`src/rtl/vtr_pkg.sv`:
```
// package: register map, reset values, field positions and timing constants of the video timer
package vtr_pkg;
  // register byte offsets on the wishbone slave
  localparam logic [7:0] ADR_MODE0 = 8'h00;
  localparam logic [7:0] ADR_MODE1 = 8'h04;
  localparam logic [7:0] ADR_MODE2 = 8'h08;
  localparam logic [7:0] ADR_MODE4 = 8'h0C;
  localparam logic [7:0] ADR_MODE5 = 8'h10;
  localparam logic [7:0] ADR_MODE6 = 8'h14;
  localparam logic [7:0] ADR_MODE7 = 8'h18;
  localparam logic [7:0] ADR_TSEL = 8'h1C;
  localparam logic [7:0] ADR_SCFREQ = 8'h20;
  localparam logic [7:0] ADR_STATUS = 8'h24;
  // values after reset
  localparam logic [7:0] RST_ZERO = 8'h00;
  localparam logic [7:0] RST_MODE1 = 8'h07;
  localparam logic [7:0] RST_MODE2 = 8'h08;
  // field positions
  localparam int MODE0_STD_BIT = 0;
  localparam int MODE0_NONINT_BIT = 1;
  localparam int MODE2_PED_BIT = 3;
  localparam int MODE2_OVR_BIT = 5;
  localparam int MODE2_PASS_BIT = 6;
  localparam int MODE2_SLEEP_BIT = 7;
  localparam int MODE4_LOCKLO_BIT = 1;
  localparam int MODE4_LOCKHI_BIT = 2;
  localparam int MODE5_PORCH_BIT = 7;
  localparam int MODE5_DIR_BIT = 6;
  localparam int MODE6_HANDOVER_BIT = 0;
  localparam int MODE7_SYNCSEL_BIT = 5;
  localparam int TSEL_BLANKEN_BIT = 3;
  localparam logic [2:0] TSEL_MASTER3 = 3'h7;
  localparam logic [1:0] LOCK_DEFAULT = 2'h0;
  localparam logic [1:0] LOCK_PHASE_RESET = 2'h1;
  // line timing at the 50 ns clock
  localparam int CLK_NS = 50;
  localparam int LINE_NS_525 = 63556;
  localparam int LINE_NS_625 = 64000;
  localparam int HSYNC_NS = 4700;
  localparam int HBLANK_NS = 10700;
  localparam int FPORCH_NS = 1500;
  localparam int BURST_START_NS = 5300;
  localparam int BURST_NS = 2500;
  localparam logic [10:0] LINE_CLKS_525 = 11'(LINE_NS_525 / CLK_NS);
  localparam logic [10:0] LINE_CLKS_625 = 11'(LINE_NS_625 / CLK_NS);
  localparam logic [10:0] HSYNC_CLKS = 11'((HSYNC_NS + CLK_NS - 1) / CLK_NS);
  localparam logic [10:0] HBLANK_CLKS = 11'((HBLANK_NS + CLK_NS - 1) / CLK_NS);
  localparam logic [10:0] FPORCH_CLKS = 11'((FPORCH_NS + CLK_NS - 1) / CLK_NS);
  localparam logic [10:0] BURST_START_CLKS = 11'((BURST_START_NS + CLK_NS - 1) / CLK_NS);
  localparam logic [10:0] BURST_CLKS = 11'(BURST_NS / CLK_NS);
  localparam logic [10:0] CLAMP_BP_OFS = 11'h004;
  localparam logic [10:0] CLAMP_FP_OFS = 11'h014;
  localparam logic [10:0] CLAMP_CLKS = 11'h004;
  // frame geometry
  localparam logic [9:0] LINES_525I = 10'h20D;
  localparam logic [9:0] LINES_525P = 10'h106;
  localparam logic [9:0] LINES_625I = 10'h271;
  localparam logic [9:0] LINES_625P = 10'h138;
  localparam logic [9:0] FIELD2_525 = 10'h108;
  localparam logic [9:0] FIELD2_625 = 10'h139;
  localparam logic [2:0] FSEQ_LAST_525 = 3'h3;
  localparam logic [2:0] FSEQ_LAST_625 = 3'h7;
  localparam logic [7:0] BLACK_CODE = 8'h10;
  typedef enum logic [1:0] {SEQ_INIT = 2'h0, SEQ_BLACK = 2'h1, SEQ_LIVE = 2'h3} vtr_seq_type;
  typedef struct packed {
    logic line_sync_n;
    logic field;
    logic blank_n;
  } vtr_strobe_type;
endpackage : vtr_pkg

```
`src/rtl/vtr_timing.sv`:
```
// video timing generator: reset sequencing, sync, blank, burst, clamp and wishbone registers
`timescale 1ns/100ps
// Overview of operation
// timing select 110 slave, 111 master
// field change, line sync high: new frame
// blank input optional, else self blanking
// slave follows strobes, master drives them
// 525 interlaced vsync and caption blank lines
// 525 interlaced burst suppression lines
// 525 noninterlaced blank, vsync, burst lines
// 625 interlaced blank lines per field group
// 625 interlaced burst suppression per group
// 625 noninterlaced blank, vsync, burst lines
// reset deselects the pixel inputs
// standard pin picks standard, preloads subcarrier
// registers clear, mode1 07H, mode2 08H
// reset: dacs D,E,F on, pass clear
// black level, strobes off until pass
// override bit takes standard from register
// strap sleep, handover to register bit
// periodic phase reset every 4/8 fields
// host avoids resets with unstable source
// phase reset applies at next field
// sync outputs, shared hsync/csync pin
// clamp porch select and 1-3 shift
// pin rising edge requests phase reset
// field sequence wraps at 4 or 8
module vtr_timing #(
  parameter logic [31:0] SC_FREQ_525 = 32'h2000_0000,
  parameter logic [31:0] SC_FREQ_625 = 32'h2800_0000
) (
  input wire logic mclk,
  input wire logic rst,
  input wire logic wb_cyc,
  input wire logic wb_stb,
  input wire logic wb_we,
  input wire logic [7:0] wb_adr,
  input wire logic [3:0] wb_sel,
  input wire logic [31:0] wb_dat_i,
  output logic [31:0] wb_dat_o,
  output logic wb_ack,
  input wire logic standard_select_pin,
  input wire logic subcarrier_reset_pin,
  input wire logic [7:0] pixel_in_bus,
  input wire vtr_pkg::vtr_strobe_type strobe_in,
  output vtr_pkg::vtr_strobe_type strobe_out,
  output vtr_pkg::vtr_strobe_type strobe_oe_n,
  output logic [7:0] pixel_out,
  output logic pixel_sel,
  output logic [5:0] dac_en,
  output logic pedestal_enable,
  output logic sleep_out,
  output logic std_625_out,
  output logic video_blank,
  output logic burst_en,
  output logic sync_pin_n,
  output logic vertical_sync_out_n,
  output logic clamp_out,
  output logic [31:0] sc_phase
);
  import vtr_pkg::*;

  logic [7:0] mode0, mode1, mode2, mode4, mode5, mode6, mode7, timing_select_reg;
  logic [31:0] sc_freq;
  vtr_seq_type seq;
  logic sleep_strap, sync_in_q, field_in_q, sc_pin_q, sc_pend;
  logic [10:0] pix_cnt, next_pix, line_clks, clamp_pos;
  logic [9:0] line_cnt, next_line, line_total, field2_line;
  logic [2:0] fseq, next_fseq, fseq_last;
  logic bus_req, wr8, master, std_625, nonint, pixel_pass_enable, live, line_step;
  logic sync_fall, frame_mark, field_start, pend_apply, phase_zero, sc_rise;
  logic horizontal_sync_out, composite_sync_out, vline_c, hblank_c, blank_c, burst_c, clamp_c;
  logic [1:0] lock_mode;
  logic [31:0] rd_data;

  // true when l lies in lo..hi inclusive
  function automatic logic in_rng(input logic [9:0] l, input logic [9:0] lo,
                                  input logic [9:0] hi);
    return (l >= lo) && (l <= hi);
  endfunction : in_rng

  // vsync lines, grp_b marks fields 3,4,7,8
  function automatic logic vsync_line(input logic [9:0] l, input logic p625, input logic np,
                                      input logic grp_b);
    logic r;
    if (!p625) r = in_rng(l, 10'h001, 10'h009) | (!np & in_rng(l, 10'h108, 10'h110));
    else if (np) r = in_rng(l, 10'h001, 10'h006) | in_rng(l, 10'h137, 10'h138);
    else if (grp_b) r = in_rng(l, 10'h001, 10'h005) | in_rng(l, 10'h137, 10'h13F) |
                        in_rng(l, 10'h270, 10'h271);
    else r = in_rng(l, 10'h001, 10'h006) | in_rng(l, 10'h137, 10'h13E) |
             in_rng(l, 10'h270, 10'h271);
    return r;
  endfunction : vsync_line

  // lines with burst suppressed
  function automatic logic burst_off(input logic [9:0] l, input logic p625, input logic np,
                                     input logic grp_b);
    logic r;
    if (!p625) r = in_rng(l, 10'h001, 10'h006) | (np ? in_rng(l, 10'h105, 10'h106) :
                   (in_rng(l, 10'h105, 10'h10D) | in_rng(l, 10'h20B, 10'h20D)));
    else if (np) r = in_rng(l, 10'h001, 10'h005) | in_rng(l, 10'h136, 10'h138);
    else if (grp_b) r = in_rng(l, 10'h001, 10'h005) | in_rng(l, 10'h137, 10'h13F) |
                        in_rng(l, 10'h26F, 10'h271);
    else r = in_rng(l, 10'h001, 10'h006) | in_rng(l, 10'h137, 10'h13E) |
             in_rng(l, 10'h26F, 10'h271);
    return r;
  endfunction : burst_off

  // whole blanking interval, caption and teletext lines too
  function automatic logic vbi_line(input logic [9:0] l, input logic p625, input logic np);
    logic r;
    if (!p625) r = in_rng(l, 10'h001, 10'h015) |
                   (!np & (in_rng(l, 10'h106, 10'h11C) | (l == 10'h20D)));
    else r = in_rng(l, 10'h001, 10'h016) | (np ? in_rng(l, 10'h136, 10'h138) :
             (in_rng(l, 10'h137, 10'h14F) | in_rng(l, 10'h270, 10'h271)));
    return r;
  endfunction : vbi_line

  // operating mode decode
  // master only on 111
  assign master = (timing_select_reg[2:0] == TSEL_MASTER3);
  // override picks standard
  assign std_625 = mode2[MODE2_OVR_BIT] ? mode0[MODE0_STD_BIT] : standard_select_pin;
  assign nonint = mode0[MODE0_NONINT_BIT];
  assign pixel_pass_enable = mode2[MODE2_PASS_BIT];
  assign lock_mode = {mode4[MODE4_LOCKHI_BIT], mode4[MODE4_LOCKLO_BIT]};
  assign live = (seq == SEQ_LIVE);
  assign line_clks = std_625 ? LINE_CLKS_625 : LINE_CLKS_525;
  assign line_total = std_625 ? (nonint ? LINES_625P : LINES_625I) :
                                (nonint ? LINES_525P : LINES_525I);
  assign field2_line = std_625 ? FIELD2_625 : FIELD2_525;
  // wrap point per standard
  assign fseq_last = std_625 ? FSEQ_LAST_625 : FSEQ_LAST_525;

  // incoming strobe edges; inputs already sit in the mclk domain
  assign sync_fall = sync_in_q & ~strobe_in.line_sync_n;
  // field change with line sync high marks a frame
  assign frame_mark = ~master & (strobe_in.field != field_in_q) & strobe_in.line_sync_n;

  // pixel and line counters: free running or slaved to strobes
  always_comb begin
    next_pix = (pix_cnt == 11'h7FF) ? pix_cnt : pix_cnt + 11'h001;
    line_step = 1'b0;
    if (master) begin
      if (pix_cnt >= line_clks - 11'h001) begin
        next_pix = 11'h000;
        line_step = 1'b1;
      end
    end else if (sync_fall) begin
      next_pix = 11'h000;
      line_step = 1'b1;
    end
    next_line = line_cnt;
    if (line_step) begin
      next_line = (line_cnt >= line_total) ? 10'h001 : line_cnt + 10'h001;
    end
    if (frame_mark) begin
      next_line = 10'h001;
    end
  end

  assign field_start = (line_step | frame_mark) &
                       ((next_line == 10'h001) | (~nonint & (next_line == field2_line)));
  // pin edge counts only in phase-reset mode
  assign sc_rise = subcarrier_reset_pin & ~sc_pin_q & (lock_mode == LOCK_PHASE_RESET);
  assign pend_apply = sc_pend & (lock_mode == LOCK_PHASE_RESET);
  // field sequence advance and wrap
  assign next_fseq = (pend_apply || fseq >= fseq_last) ? 3'h0 : fseq + 3'h1;
  // periodic reset only in the default lock mode
  assign phase_zero = pend_apply | ((lock_mode == LOCK_DEFAULT) & (next_fseq == 3'h0));

  always_ff @(posedge mclk or posedge rst) begin
    if (rst) begin
      pix_cnt <= 11'h000;
      line_cnt <= 10'h001;
      sync_in_q <= 1'b1;
      field_in_q <= 1'b0;
      sc_pin_q <= 1'b0;
    end else begin
      pix_cnt <= next_pix;
      line_cnt <= next_line;
      sync_in_q <= strobe_in.line_sync_n;
      field_in_q <= strobe_in.field;
      sc_pin_q <= subcarrier_reset_pin;
    end
  end

  // pending phase reset waits for the next field; a new edge beats the clear
  always_ff @(posedge mclk or posedge rst) begin
    if (rst) begin
      sc_pend <= 1'b0;
    end else if (sc_rise) begin
      sc_pend <= 1'b1;
    end else if (field_start) begin
      sc_pend <= 1'b0;
    end
  end

  // 32-bit synthesiser, phase back to field 0 value at a field start with phase_zero set
  always_ff @(posedge mclk or posedge rst) begin
    if (rst) begin
      fseq <= 3'h0;
      sc_phase <= 32'h0000_0000;
    end else begin
      if (field_start) begin
        fseq <= next_fseq;
      end
      if (field_start && phase_zero) begin
        sc_phase <= 32'h0000_0000;
      end else begin
        sc_phase <= sc_phase + sc_freq;
      end
    end
  end

  // reset sequence: one cycle to catch straps, black until pass bit, then live
  always_ff @(posedge mclk or posedge rst) begin
    if (rst) begin
      seq <= SEQ_INIT;
    end else begin
      unique case (seq)
        SEQ_INIT: seq <= SEQ_BLACK;
        // leave black only once pass is set
        SEQ_BLACK: if (pixel_pass_enable) seq <= SEQ_LIVE;
        SEQ_LIVE: if (!pixel_pass_enable) seq <= SEQ_BLACK;
        default: seq <= SEQ_INIT;
      endcase
    end
  end

  // line decode for the waveform sections
  always_comb begin
    horizontal_sync_out = (pix_cnt < HSYNC_CLKS);
    vline_c = vsync_line(line_cnt, std_625, nonint, fseq[1]);
    // coarse broad pulses: equalising halves are not shaped here
    composite_sync_out = vline_c ? ~horizontal_sync_out : horizontal_sync_out;
    hblank_c = (pix_cnt < HBLANK_CLKS) | (pix_cnt >= line_clks - FPORCH_CLKS);
    blank_c = vbi_line(line_cnt, std_625, nonint) | hblank_c;
    // external blank only when enabled in slave mode
    if (!master && timing_select_reg[TSEL_BLANKEN_BIT]) begin
      blank_c = ~strobe_in.blank_n;
    end
    burst_c = (pix_cnt >= BURST_START_CLKS) & (pix_cnt < BURST_START_CLKS + BURST_CLKS) &
              ~burst_off(line_cnt, std_625, nonint, fseq[1]);
  end

  // clamp position from porch select and signed shift
  always_comb begin
    clamp_pos = mode5[MODE5_PORCH_BIT] ? line_clks - CLAMP_FP_OFS : HSYNC_CLKS + CLAMP_BP_OFS;
    if (mode5[MODE5_DIR_BIT]) begin
      clamp_pos = clamp_pos - {9'h000, mode5[5:4]};
    end else begin
      clamp_pos = clamp_pos + {9'h000, mode5[5:4]};
    end
    clamp_c = (pix_cnt >= clamp_pos) & (pix_cnt < clamp_pos + CLAMP_CLKS);
  end

  // analog-side timing runs from release; blank and burst never stop
  always_ff @(posedge mclk or posedge rst) begin
    if (rst) begin
      video_blank <= 1'b1;
      burst_en <= 1'b0;
      clamp_out <= 1'b0;
    end else begin
      video_blank <= blank_c;
      burst_en <= burst_c;
      clamp_out <= clamp_c;
    end
  end

  // digital sync outputs, suppressed until live
  always_ff @(posedge mclk or posedge rst) begin
    if (rst) begin
      sync_pin_n <= 1'b1;
      vertical_sync_out_n <= 1'b1;
    end else if (!live) begin
      sync_pin_n <= 1'b1;
      vertical_sync_out_n <= 1'b1;
    end else begin
      sync_pin_n <= mode7[MODE7_SYNCSEL_BIT] ? ~composite_sync_out : ~horizontal_sync_out;
      vertical_sync_out_n <= ~vline_c;
    end
  end

  // master drives the strobes; released pins idle high
  always_ff @(posedge mclk or posedge rst) begin
    if (rst) begin
      strobe_out <= '1;
      strobe_oe_n <= '1;
    end else if (master && live) begin
      strobe_out.line_sync_n <= ~horizontal_sync_out;
      strobe_out.field <= fseq[0];
      strobe_out.blank_n <= ~blank_c;
      strobe_oe_n <= '0;
    end else begin
      strobe_out <= '1;
      strobe_oe_n <= '1;
    end
  end

  // pixel port deselected in reset, black level until live
  always_ff @(posedge mclk or posedge rst) begin
    if (rst) begin
      pixel_out <= BLACK_CODE;
      pixel_sel <= 1'b0;
    end else begin
      pixel_out <= live ? pixel_in_bus : BLACK_CODE;
      pixel_sel <= live;
    end
  end

  // dac enables follow mode1, D,E,F on through reset
  always_ff @(posedge mclk or posedge rst) begin
    if (rst) begin
      dac_en <= RST_MODE1[5:0];
      pedestal_enable <= RST_MODE2[MODE2_PED_BIT];
      sleep_out <= 1'b0;
      std_625_out <= 1'b0;
    end else begin
      dac_en <= mode1[5:0];
      pedestal_enable <= mode2[MODE2_PED_BIT];
      // strap sleep until handed to the register bit
      sleep_out <= mode6[MODE6_HANDOVER_BIT] ? mode2[MODE2_SLEEP_BIT] : sleep_strap;
      std_625_out <= std_625;
    end
  end

  // wishbone: answer one cycle after the strobe, ack drops the next cycle
  assign bus_req = wb_cyc & wb_stb & ~wb_ack;
  assign wr8 = bus_req & wb_we & wb_sel[0];

  always_comb begin
    unique case (wb_adr)
      ADR_MODE0: rd_data = {24'h000000, mode0};
      ADR_MODE1: rd_data = {24'h000000, mode1};
      ADR_MODE2: rd_data = {24'h000000, mode2};
      ADR_MODE4: rd_data = {24'h000000, mode4};
      ADR_MODE5: rd_data = {24'h000000, mode5};
      ADR_MODE6: rd_data = {24'h000000, mode6};
      ADR_MODE7: rd_data = {24'h000000, mode7};
      ADR_TSEL: rd_data = {24'h000000, timing_select_reg};
      ADR_SCFREQ: rd_data = sc_freq;
      ADR_STATUS: rd_data = {14'h0000, fseq, line_cnt, live, sleep_out, std_625, sc_pend, master};
      default: rd_data = 32'h0000_0000;
    endcase
  end

  always_ff @(posedge mclk or posedge rst) begin
    if (rst) begin
      wb_ack <= 1'b0;
      wb_dat_o <= 32'h0000_0000;
    end else begin
      wb_ack <= bus_req;
      if (bus_req) begin
        wb_dat_o <= rd_data;
      end
    end
  end

  // register file with documented reset values
  always_ff @(posedge mclk or posedge rst) begin
    if (rst) begin
      mode0 <= RST_ZERO;
      mode1 <= RST_MODE1;
      mode2 <= RST_MODE2;
      mode4 <= RST_ZERO;
      mode5 <= RST_ZERO;
      mode6 <= RST_ZERO;
      mode7 <= RST_ZERO;
      timing_select_reg <= RST_ZERO;
      sc_freq <= 32'h0000_0000;
      sleep_strap <= 1'b0;
    end else if (seq == SEQ_INIT) begin
      // straps caught after release, not under reset
      sc_freq <= standard_select_pin ? SC_FREQ_625 : SC_FREQ_525;
      sleep_strap <= subcarrier_reset_pin & standard_select_pin;
    end else begin
      if (wr8 && wb_adr == ADR_MODE0) mode0 <= wb_dat_i[7:0];
      if (wr8 && wb_adr == ADR_MODE1) mode1 <= wb_dat_i[7:0];
      if (wr8 && wb_adr == ADR_MODE2) mode2 <= wb_dat_i[7:0];
      if (wr8 && wb_adr == ADR_MODE4) mode4 <= wb_dat_i[7:0];
      if (wr8 && wb_adr == ADR_MODE5) mode5 <= wb_dat_i[7:0];
      if (wr8 && wb_adr == ADR_MODE6) mode6 <= wb_dat_i[7:0];
      if (wr8 && wb_adr == ADR_MODE7) mode7 <= wb_dat_i[7:0];
      if (wr8 && wb_adr == ADR_TSEL) timing_select_reg <= wb_dat_i[7:0];
      for (int b = 0; b < 4; b++) begin
        if (bus_req && wb_we && wb_sel[b] && wb_adr == ADR_SCFREQ) begin
          sc_freq[8*b +: 8] <= wb_dat_i[8*b +: 8];
        end
      end
    end
  end

  // checks
  a_master_drive: assert property (@(posedge mclk) disable iff (rst)
    (timing_select_reg[2:0] != TSEL_MASTER3) |=> (strobe_oe_n == '1))
    else $error("strobes driven outside master mode");
  a_frame_mark: assert property (@(posedge mclk) disable iff (rst)
    (!master && strobe_in.field != field_in_q && strobe_in.line_sync_n) |=> line_cnt == 10'h001)
    else $error("field change with sync high did not restart frame");
  a_self_blank: assert property (@(posedge mclk) disable iff (rst)
    (!master && !timing_select_reg[TSEL_BLANKEN_BIT] && !std_625 && !nonint &&
     line_cnt >= 10'h00A && line_cnt <= 10'h015) |=> video_blank)
    else $error("caption line not blanked");
  a_vsync_lines: assert property (@(posedge mclk) disable iff (rst)
    (live && !std_625 && !nonint && (line_cnt <= 10'h009 || line_cnt >= 10'h108) &&
     line_cnt <= 10'h110 && pixel_pass_enable) |=> !vertical_sync_out_n)
    else $error("vertical sync missing on a sync line");
  a_burst_gap: assert property (@(posedge mclk) disable iff (rst)
    (!std_625 && !nonint && (line_cnt <= 10'h006 || line_cnt >= 10'h105) &&
     line_cnt <= 10'h10D) |=> !burst_en)
    else $error("burst present on suppressed line");
  a_pass_gate: assert property (@(posedge mclk) disable iff (rst)
    (!live) |=> (sync_pin_n && vertical_sync_out_n && pixel_out == BLACK_CODE && !pixel_sel))
    else $error("output active before pass enable");
  a_handover_sleep: assert property (@(posedge mclk) disable iff (rst)
    mode6[MODE6_HANDOVER_BIT] |=> sleep_out == $past(mode2[MODE2_SLEEP_BIT]))
    else $error("sleep not following register after handover");
  a_phase_restore: assert property (@(posedge mclk) disable iff (rst)
    (field_start && pend_apply) |=> (sc_phase == 32'h0000_0000 && fseq == 3'h0))
    else $error("requested phase reset not applied");
  a_fseq_wrap: assert property (@(posedge mclk) disable iff (rst)
    (!std_625 && field_start && fseq == FSEQ_LAST_525) |=> fseq == 3'h0)
    else $error("field sequence did not wrap at four");
  a_clamp_width: assert property (@(posedge mclk) disable iff (rst)
    ($rose(clamp_out) && pix_cnt < 11'h200) |-> clamp_out [*4] ##1 !clamp_out)
    else $error("clamp pulse width wrong");
  a_wb_ack_once: assert property (@(posedge mclk) disable iff (rst)
    (wb_cyc && wb_stb && !wb_ack) |=> wb_ack ##1 !wb_ack)
    else $error("wishbone ack not a single cycle");
endmodule : vtr_timing

```
`config.mk`:
```
export PLATFORM = sky130hd
export DESIGN_NAME = vtr_timing
export DESIGN_NICKNAME = d
export VERILOG_FILES = /design/src/rtl/vtr_pkg.sv /design/src/rtl/vtr_timing.sv
export SDC_FILE = /design/constraint.sdc
export NUM_CORES = 1
export LEC_CHECK = 0
export BUFFER_PORTS_ARGS = -buffer_cell sky130_fd_sc_hd__buf_2
export CAP_MARGIN = 20
export CORE_ASPECT_RATIO = 1.25
export CORE_UTILIZATION = 48
export CTS_CLUSTER_SIZE = 10
export DETAILED_ROUTE_END_ITERATION = 12
export HOLD_SLACK_MARGIN = 0.1
export PLACE_DENSITY_LB_ADDON = 0.15
export SYNTH_ARGS = -nofsm -noshare
export SYNTH_HDL_FRONTEND = slang
export SYNTH_SLANG_ARGS = --single-unit
export TNS_END_PERCENT = 100
```
`constraint.sdc`:
```
create_clock -name mclk -period 17.1 [get_ports mclk]
set_input_delay 3.42 -clock mclk [delete_from_list [all_inputs] [get_ports mclk]]
set_output_delay 3.42 -clock mclk [all_outputs]
set_load 0.01 [all_outputs]
```
Word-level counts from Yosys, hierarchy flattened
Cells that the tools add are included.
{"block": "op_classes", "n_eq_ne": 20, "n_lt_le_gt_ge": 34, "add_sub_neg": 10, "n_reduce_logical": 58, "muxes": 51, "bitwise": 51}
{"operator": "one-hot mux 32 bit (10 select lines)", "count": 1}
{"operator": "<= comparator 10 x 9 -> 1 bit (second input constant)", "count": 8}
{"operator": "two-way mux 11 bit", "count": 6}
{"operator": "two-way mux 32 bit", "count": 2}
{"operator": "two-way mux 10 bit", "count": 6}
{"operator": ">= comparator 10 x 9 -> 1 bit (second input constant)", "count": 5}
{"operator": "two-way mux 8 bit", "count": 5}
{"operator": "logical AND 1 bit", "count": 37}
{"operator": ">= comparator 11 bit", "count": 3}
{"operator": "adder 32 bit", "count": 1}
{"operator": "equality test 8 x 5 -> 1 bit (second input constant)", "count": 4}
{"operator": ">= comparator 10 bit (second input constant)", "count": 3}
{"operator": "two-way mux 28 bit", "count": 1}
{"operator": "< comparator 11 x 8 -> 1 bit (second input constant)", "count": 2}
{"operator": "subtractor 11 x 5 -> 11 bit (second input constant)", "count": 2}
{"operator": "two-way mux 1 bit", "count": 21}
{"operator": "<= comparator 10 bit (second input constant)", "count": 2}
{"operator": "<= comparator 10 x 3 -> 1 bit (second input constant)", "count": 2}
{"operator": "<= comparator 10 x 5 -> 1 bit (second input constant)", "count": 2}
{"operator": "bitwise OR 1 bit", "count": 20}
{"operator": "bitwise AND 1 bit", "count": 19}
{"operator": "AND reduction 2 bit", "count": 9}
{"operator": "equality test 8 x 4 -> 1 bit (second input constant)", "count": 2}
{"operator": "equality test 8 x 6 -> 1 bit (second input constant)", "count": 2}
{"operator": "36 further kinds", "count": 59}
{"block": "word_totals", "wordCells": 265, "in_bits": 62, "regBits": 221, "out_inout_bits": 94}

Depth between registers and ports, before layout
{"block": "logic_depth", "word_depth": 14, "depth_mapped": 18, "mapped_depth_nobuf": 18}

Worst setup path before layout
OpenSTA, ideal clock, no wires.
{"block": "synth_path", "path_kind": "input-to-reg", "startpoint": "input port standard_select_pin", "endpoint": "register clamp_out", "t_arrival_ps": 6918, "cell_stages": 14, "setup_slack_ps": 10078, "cell_sequence": "mux2i_2 nand2_1 ha_1 fa_1 fa_1 inv_1 ha_1 or3b_2 nor3_1 nand2b_1 ha_1 a211oi_1 o21ai_0 a221oi_1"}
{"block": "synth_via", "elab_chain_cells": 9, "elab_cells_between_ends": 11, "cone_classes": "add/sub (4); order compare (2); mux (4); bitwise (1)"}
{"element": "start: declaration", "line_no": "vtr_timing.sv:42", "source": "input wire logic standard_select_pin,"}
{"element": "two-way mux 1 bit (*)", "line_no": "vtr_timing.sv:123", "source": "assign std_625 = mode2[MODE2_OVR_BIT] ? mode0[MODE0_STD_BIT] : standard_select_pin;"}
{"element": "two-way mux 9 bit (*)", "line_no": "vtr_timing.sv:128", "source": "assign line_clks = std_625 ? LINE_CLKS_625 : LINE_CLKS_525;"}
{"element": "subtractor 11 x 5 -> 11 bit (*)", "line_no": "vtr_timing.sv:249", "source": "clamp_pos = mode5[MODE5_PORCH_BIT] ? line_clks - CLAMP_FP_OFS : HSYNC_CLKS + CLAMP_BP_OFS;"}
{"element": "two-way mux 11 bit (*)", "line_no": "vtr_timing.sv:249"}
{"element": "adder 11 x 2 -> 11 bit / subtractor 11 x 2 -> 11 bit (equally long branches)", "line_no": "vtr_timing.sv:253, vtr_timing.sv:251"}
{"element": "two-way mux 11 bit (*)", "line_no": "vtr_timing.sv:250", "source": "if (mode5[MODE5_DIR_BIT]) begin"}
{"element": "adder 11 x 3 -> 11 bit", "line_no": "vtr_timing.sv:255", "source": "clamp_c = (pix_cnt >= clamp_pos) & (pix_cnt < clamp_pos + CLAMP_CLKS);"}
{"element": "< comparator 11 bit", "line_no": "vtr_timing.sv:255"}
{"element": "bitwise AND 1 bit (*)", "line_no": "vtr_timing.sv:255"}
{"element": "net clamp_c", "line_no": "vtr_timing.sv:72", "source": "logic horizontal_sync_out, composite_sync_out, vline_c, hblank_c, blank_c, burst_c, clamp_c;"}
{"element": "end signal: assignment", "line_no": "vtr_timing.sv:267", "source": "clamp_out <= clamp_c;"}
{"element": "end: declaration", "line_no": "vtr_timing.sv:58", "source": "output logic clamp_out,"}
The timed path passes the listed nets; every way through them passes the cells marked *.
A chain may end at the register's enable or synchronous reset.

Final worst setup path
{"block": "layout_path", "startpoint": "input port standard_select_pin", "endpoint": "register sc_phase[31]"}
{"block": "layout_via", "elab_cells_between_ends": 27, "cone_classes": "add/sub (1); order compare (3); eq/ne (2); mux (12); bitwise (6); reduce/logical (3)"}
{"element": "two-way mux 1 bit (*)", "line_no": "vtr_timing.sv:123"}
{"element": "two-way mux 10 bit (*)", "line_no": "vtr_timing.sv:129", "source": "assign line_total = std_625 ? (nonint ? LINES_625P : LINES_625I) :"}
{"element": "net line_total[4]", "line_no": "vtr_timing.sv:68", "source": "logic [9:0] line_cnt, next_line, line_total, field2_line;"}
{"element": ">= comparator 10 bit (*)", "line_no": "vtr_timing.sv:155", "source": "next_line = (line_cnt >= line_total) ? 10'h001 : line_cnt + 10'h001;"}
{"element": "two-way mux 10 bit (*)", "line_no": "vtr_timing.sv:155"}
{"element": "two-way mux 10 bit (*)", "line_no": "vtr_timing.sv:154", "source": "if (line_step) begin"}
{"element": "two-way mux 10 bit (*)", "line_no": "vtr_timing.sv:157", "source": "if (frame_mark) begin"}
{"element": "equality test 10 x 9 -> 1 bit", "line_no": "vtr_timing.sv:163", "source": "((next_line == 10'h001) | (~nonint & (next_line == field2_line)));"}
{"element": "bitwise AND 1 bit", "line_no": "vtr_timing.sv:163"}
{"element": "bitwise OR 1 bit (*)", "line_no": "vtr_timing.sv:163"}
{"element": "bitwise AND 1 bit (*)", "line_no": "vtr_timing.sv:162", "source": "assign field_start = (line_step | frame_mark) &"}
{"element": "logical AND 1 bit (*)", "line_no": "vtr_timing.sv:208", "source": "if (field_start && phase_zero) begin"}
{"element": "two-way mux 32 bit (*)", "line_no": "vtr_timing.sv:208"}
{"element": "end signal: assignment", "line_no": "vtr_timing.sv:211", "source": "sc_phase <= sc_phase + sc_freq;"}
{"element": "end: declaration", "line_no": "vtr_timing.sv:59", "source": "output logic [31:0] sc_phase"}
Marked as above.

==> impl_results.md <==
- Post-Route WL: 33.3 mm
- F_max: 144 MHz
- Pwr Density: 96.4 nW/µm²
- Synth Instances: 1180
- Critical path endpoint category: flop
- Clk Latency, worst-skew pair: 0.55 ns
- Multi-input combinational cell area: 6420 µm²
- FP Rows: 65
- Post-route setup TNS: 0 ns
- Layout cells sized above 1: 22.3%
- Status: finished clean
- GRT overflow: 0
- R2R Path Start: mode2[5]
- Critical path startpoint category: input pin
- Vias post-DR: 9933
- Starting Density: 48.8%
- Ports: 156
- Internal power: 953 µW
- Seq/Total Area, Yosys: 44.8%
- Worst path cell trace: buf_2, mux2i_2, buf_4, clkinv_1, ha_1, and2_1, o211ai_4, and3_1, mux2i_1, o2bb2ai_1, a31o_1, a41o_2, nor3b_4, buf_4, nor4_4
- Leak Pwr: 0.00707 µW
- Die W: 145 µm
- RSZ-0062 raised after global routing: no
- Hold Path Class: flop to flop
- Gate power share: 19.4%
- Post-CTS Setup Bufs: 0
- FF/Latch Area: 5500 µm²
- Commonest non-fill, non-tap cell in the layout: dfrtp_1
- WP buf/inv: 4
- First DRT Iteration DRCs: 562
- Reg clk slew, reported paths: 0.06 ns
- Non-filler cells, final: 1683
- Router iterations before antenna repair: 5
- Max incr delay on CP: 0.69 ns
- Worst VDD drop: 0.0712 mV
- Post-Syn Nets: 1333
- Met3 routed WL: 2.13 mm
- Sink Count: 219
- Final ANT Viol Nets: 0
- Worst slew pin tran: 1.08 ns
- Largest net degree at the start of global routing: 91
- Critical Path AT: 7.41 ns
- CP max stage cell: and3_1
- First-pass GRT wire length: 53.2 mm
- Hold Vio Cnt, Final: 0
- CTS root buffer: clkbuf_16
- Fillers: 2286
- Synth Register Bits: 219
- Synth warn: 0
- Cell family with most CP delay: simple AND/OR/NAND/NOR gates
- CORE AREA: 25200 µm²
- Metal2 WL: 16.1 mm
- DP Wirelength: 24.0 mm
- Setup violators final: 0
- Seq pwr share: 43.2%
- Total power: 1360 µW
- Most frequent cells in the layout: dfrtp_1 (201), buf_2 (156), nor2_1 (98), ha_1 (88), nand2_1 (71)
- Hold path start: mode2[3]
- Critical path origin: standard_select_pin
- Post-synth EDFFs: 0
- Crit path kind: input pin to flop
- M1 WL: 14.1 mm
- CTS tree: yes
- Sw Ratio: 30.2%
- CP dominant cell by count: buf_4
- Max Used Layer: met4
- FFs w/ async S/R, synth: 100%
- Final hold slack: 0.381 ns
- Crit path max fanout: 32
- Tmin final: 6.96 ns
- RePlAce Congestion: 0.902
- CTS Hold Bufs: 0
- H-Tree Depth: 1
- Placed cells: 1632
- Setup Skew: 0.0257 ns
- Fin nets: 1480
- Data required, critical path: 17.55 ns
- CTS-repair resized insts: 0
- Vias/cell: 5.90
- Chip height: 181 µm
- Area Overhead vs Synth: 15.1%
- DRC: 0
- Synth cell types: 76
- Vias in the first global route: 9786
- Psw: 412 µW
- Final period util: 40.7%
- Inserted Clock Buffers: 26
- Slew margin rel.: 27.5%
- Maximum buffer depth of the clock tree: 3
- GRT Util Overall: 25.4%
- Max-cap violation count: 0
- # port buffers: 155
- Post-Syn Area: 12300 µm²
- Syn_area_per_cell: 10.4 µm²
- Slew Viols, Final: 0
- Clock power share: 37.4%
- Biggest regs: sc_freq x32, sc_phase x32, wb_dat_o x32
- Initial antenna violation count: 1
- Main synth FF type: dfrtp_1
- Wirelength per Cell: 19.8 µm
- Area of the die: 26300 µm²
## metal layers
metal | GRT usage [%] | up-vias
met2 | 42.8 | 359
met1 | 33.7 | 4863
li1 | - | 4650
met5 | 0 | -
met4 | 8.88 | 0
met3 | 3.36 | 61
## kinds of logic (layout without fill, tap and decap cells)
| family | Yosys count | count (layout) | synth area share [%] |
|---|---|---|---|
| xor gates and xnor gates | 48 | 48 | 3.42 |
| other | 0 | 1 | 0 |
| buffers and inverters | 92 | 259 | 3.05 |
| DFF | 219 | 219 | 44.8 |
| and+or+nand+nor | 344 | 344 | 14.4 |
| adders and majority gates | 91 | 91 | 9.44 |
| muxes | 70 | 70 | 6.36 |
| AOI/OAI and AO/OA | 316 | 316 | 18.6 |
## final timing paths
path                       slack, ns              end  depth (start not counted)
max                            10.14     sc_phase[31]                         15
min                             0.38  pedestal_enable                          0
max reg2reg                    12.66     sc_phase[31]                         14
min reg2reg                     0.38  pedestal_enable                          0
max in group asynchronous      12.11        clamp_out                          4
min in group asynchronous       2.92     wb_dat_o[21]                          2
## final cells by class
cell class                 instances  area share [%]
tap                              335            2.96
timing repair buffer             165            5.98
inverter                          46            1.27
antenna                            1          0.0177
sequential                       219            38.9
multi-input combinational        869            45.4
clock inverter                     2           0.274
clock buffer                      46            5.27
## cells in the mapped netlist (6+ instances only)
cell type	n	area, µm²
buf_2	6	30.0
o21ai_0	44	220
nor4_1	6	37.5
a221oi_1	17	149
dfstp_2	18	473
mux2_2	62	698
nand3_1	28	140
a211oi_1	10	75.1
a22oi_1	25	188
o21a_1	13	97.6
and3_1	21	131
a21oi_1	53	265
xnor2_1	25	219
a31oi_1	25	156
nand4_1	17	106
dfrtp_1	201	5030
nand4b_1	6	52.6
and2_1	7	43.8
nand2_1	71	267
nor3_1	23	115
mux2i_1	7	70.1
clkbuf_1	33	124
ha_1	88	1100
inv_1	45	169
nand2b_1	18	113
a22o_1	58	508
nor2b_1	14	87.6
or3_1	10	62.6
nor2_1	99	372
xor2_1	23	201
a21o_1	19	143
## metrics by stage
stage	util [%]	cell area (µm²)	setup WS, ns
floorplan	-	12300	7.72
global placement	53.0	13400	9.29
detailed placement	53.0	13400	9.09
CTS	56.1	14100	9.65
global route	56.1	14200	9.88
finish	56.1	14200	10.14
## power by group through the flow
stage                     combinational (µW)  clock, µW  sequential [µW]
after floorplan                          189          0              589
final                                    265        511              589
after global placement                   259          0              597
after global routing                     298        541              594
after detailed placement                 263          0              598
after CTS                                265        520              589
No activity file was read; power rests on OpenSTA's default activity.
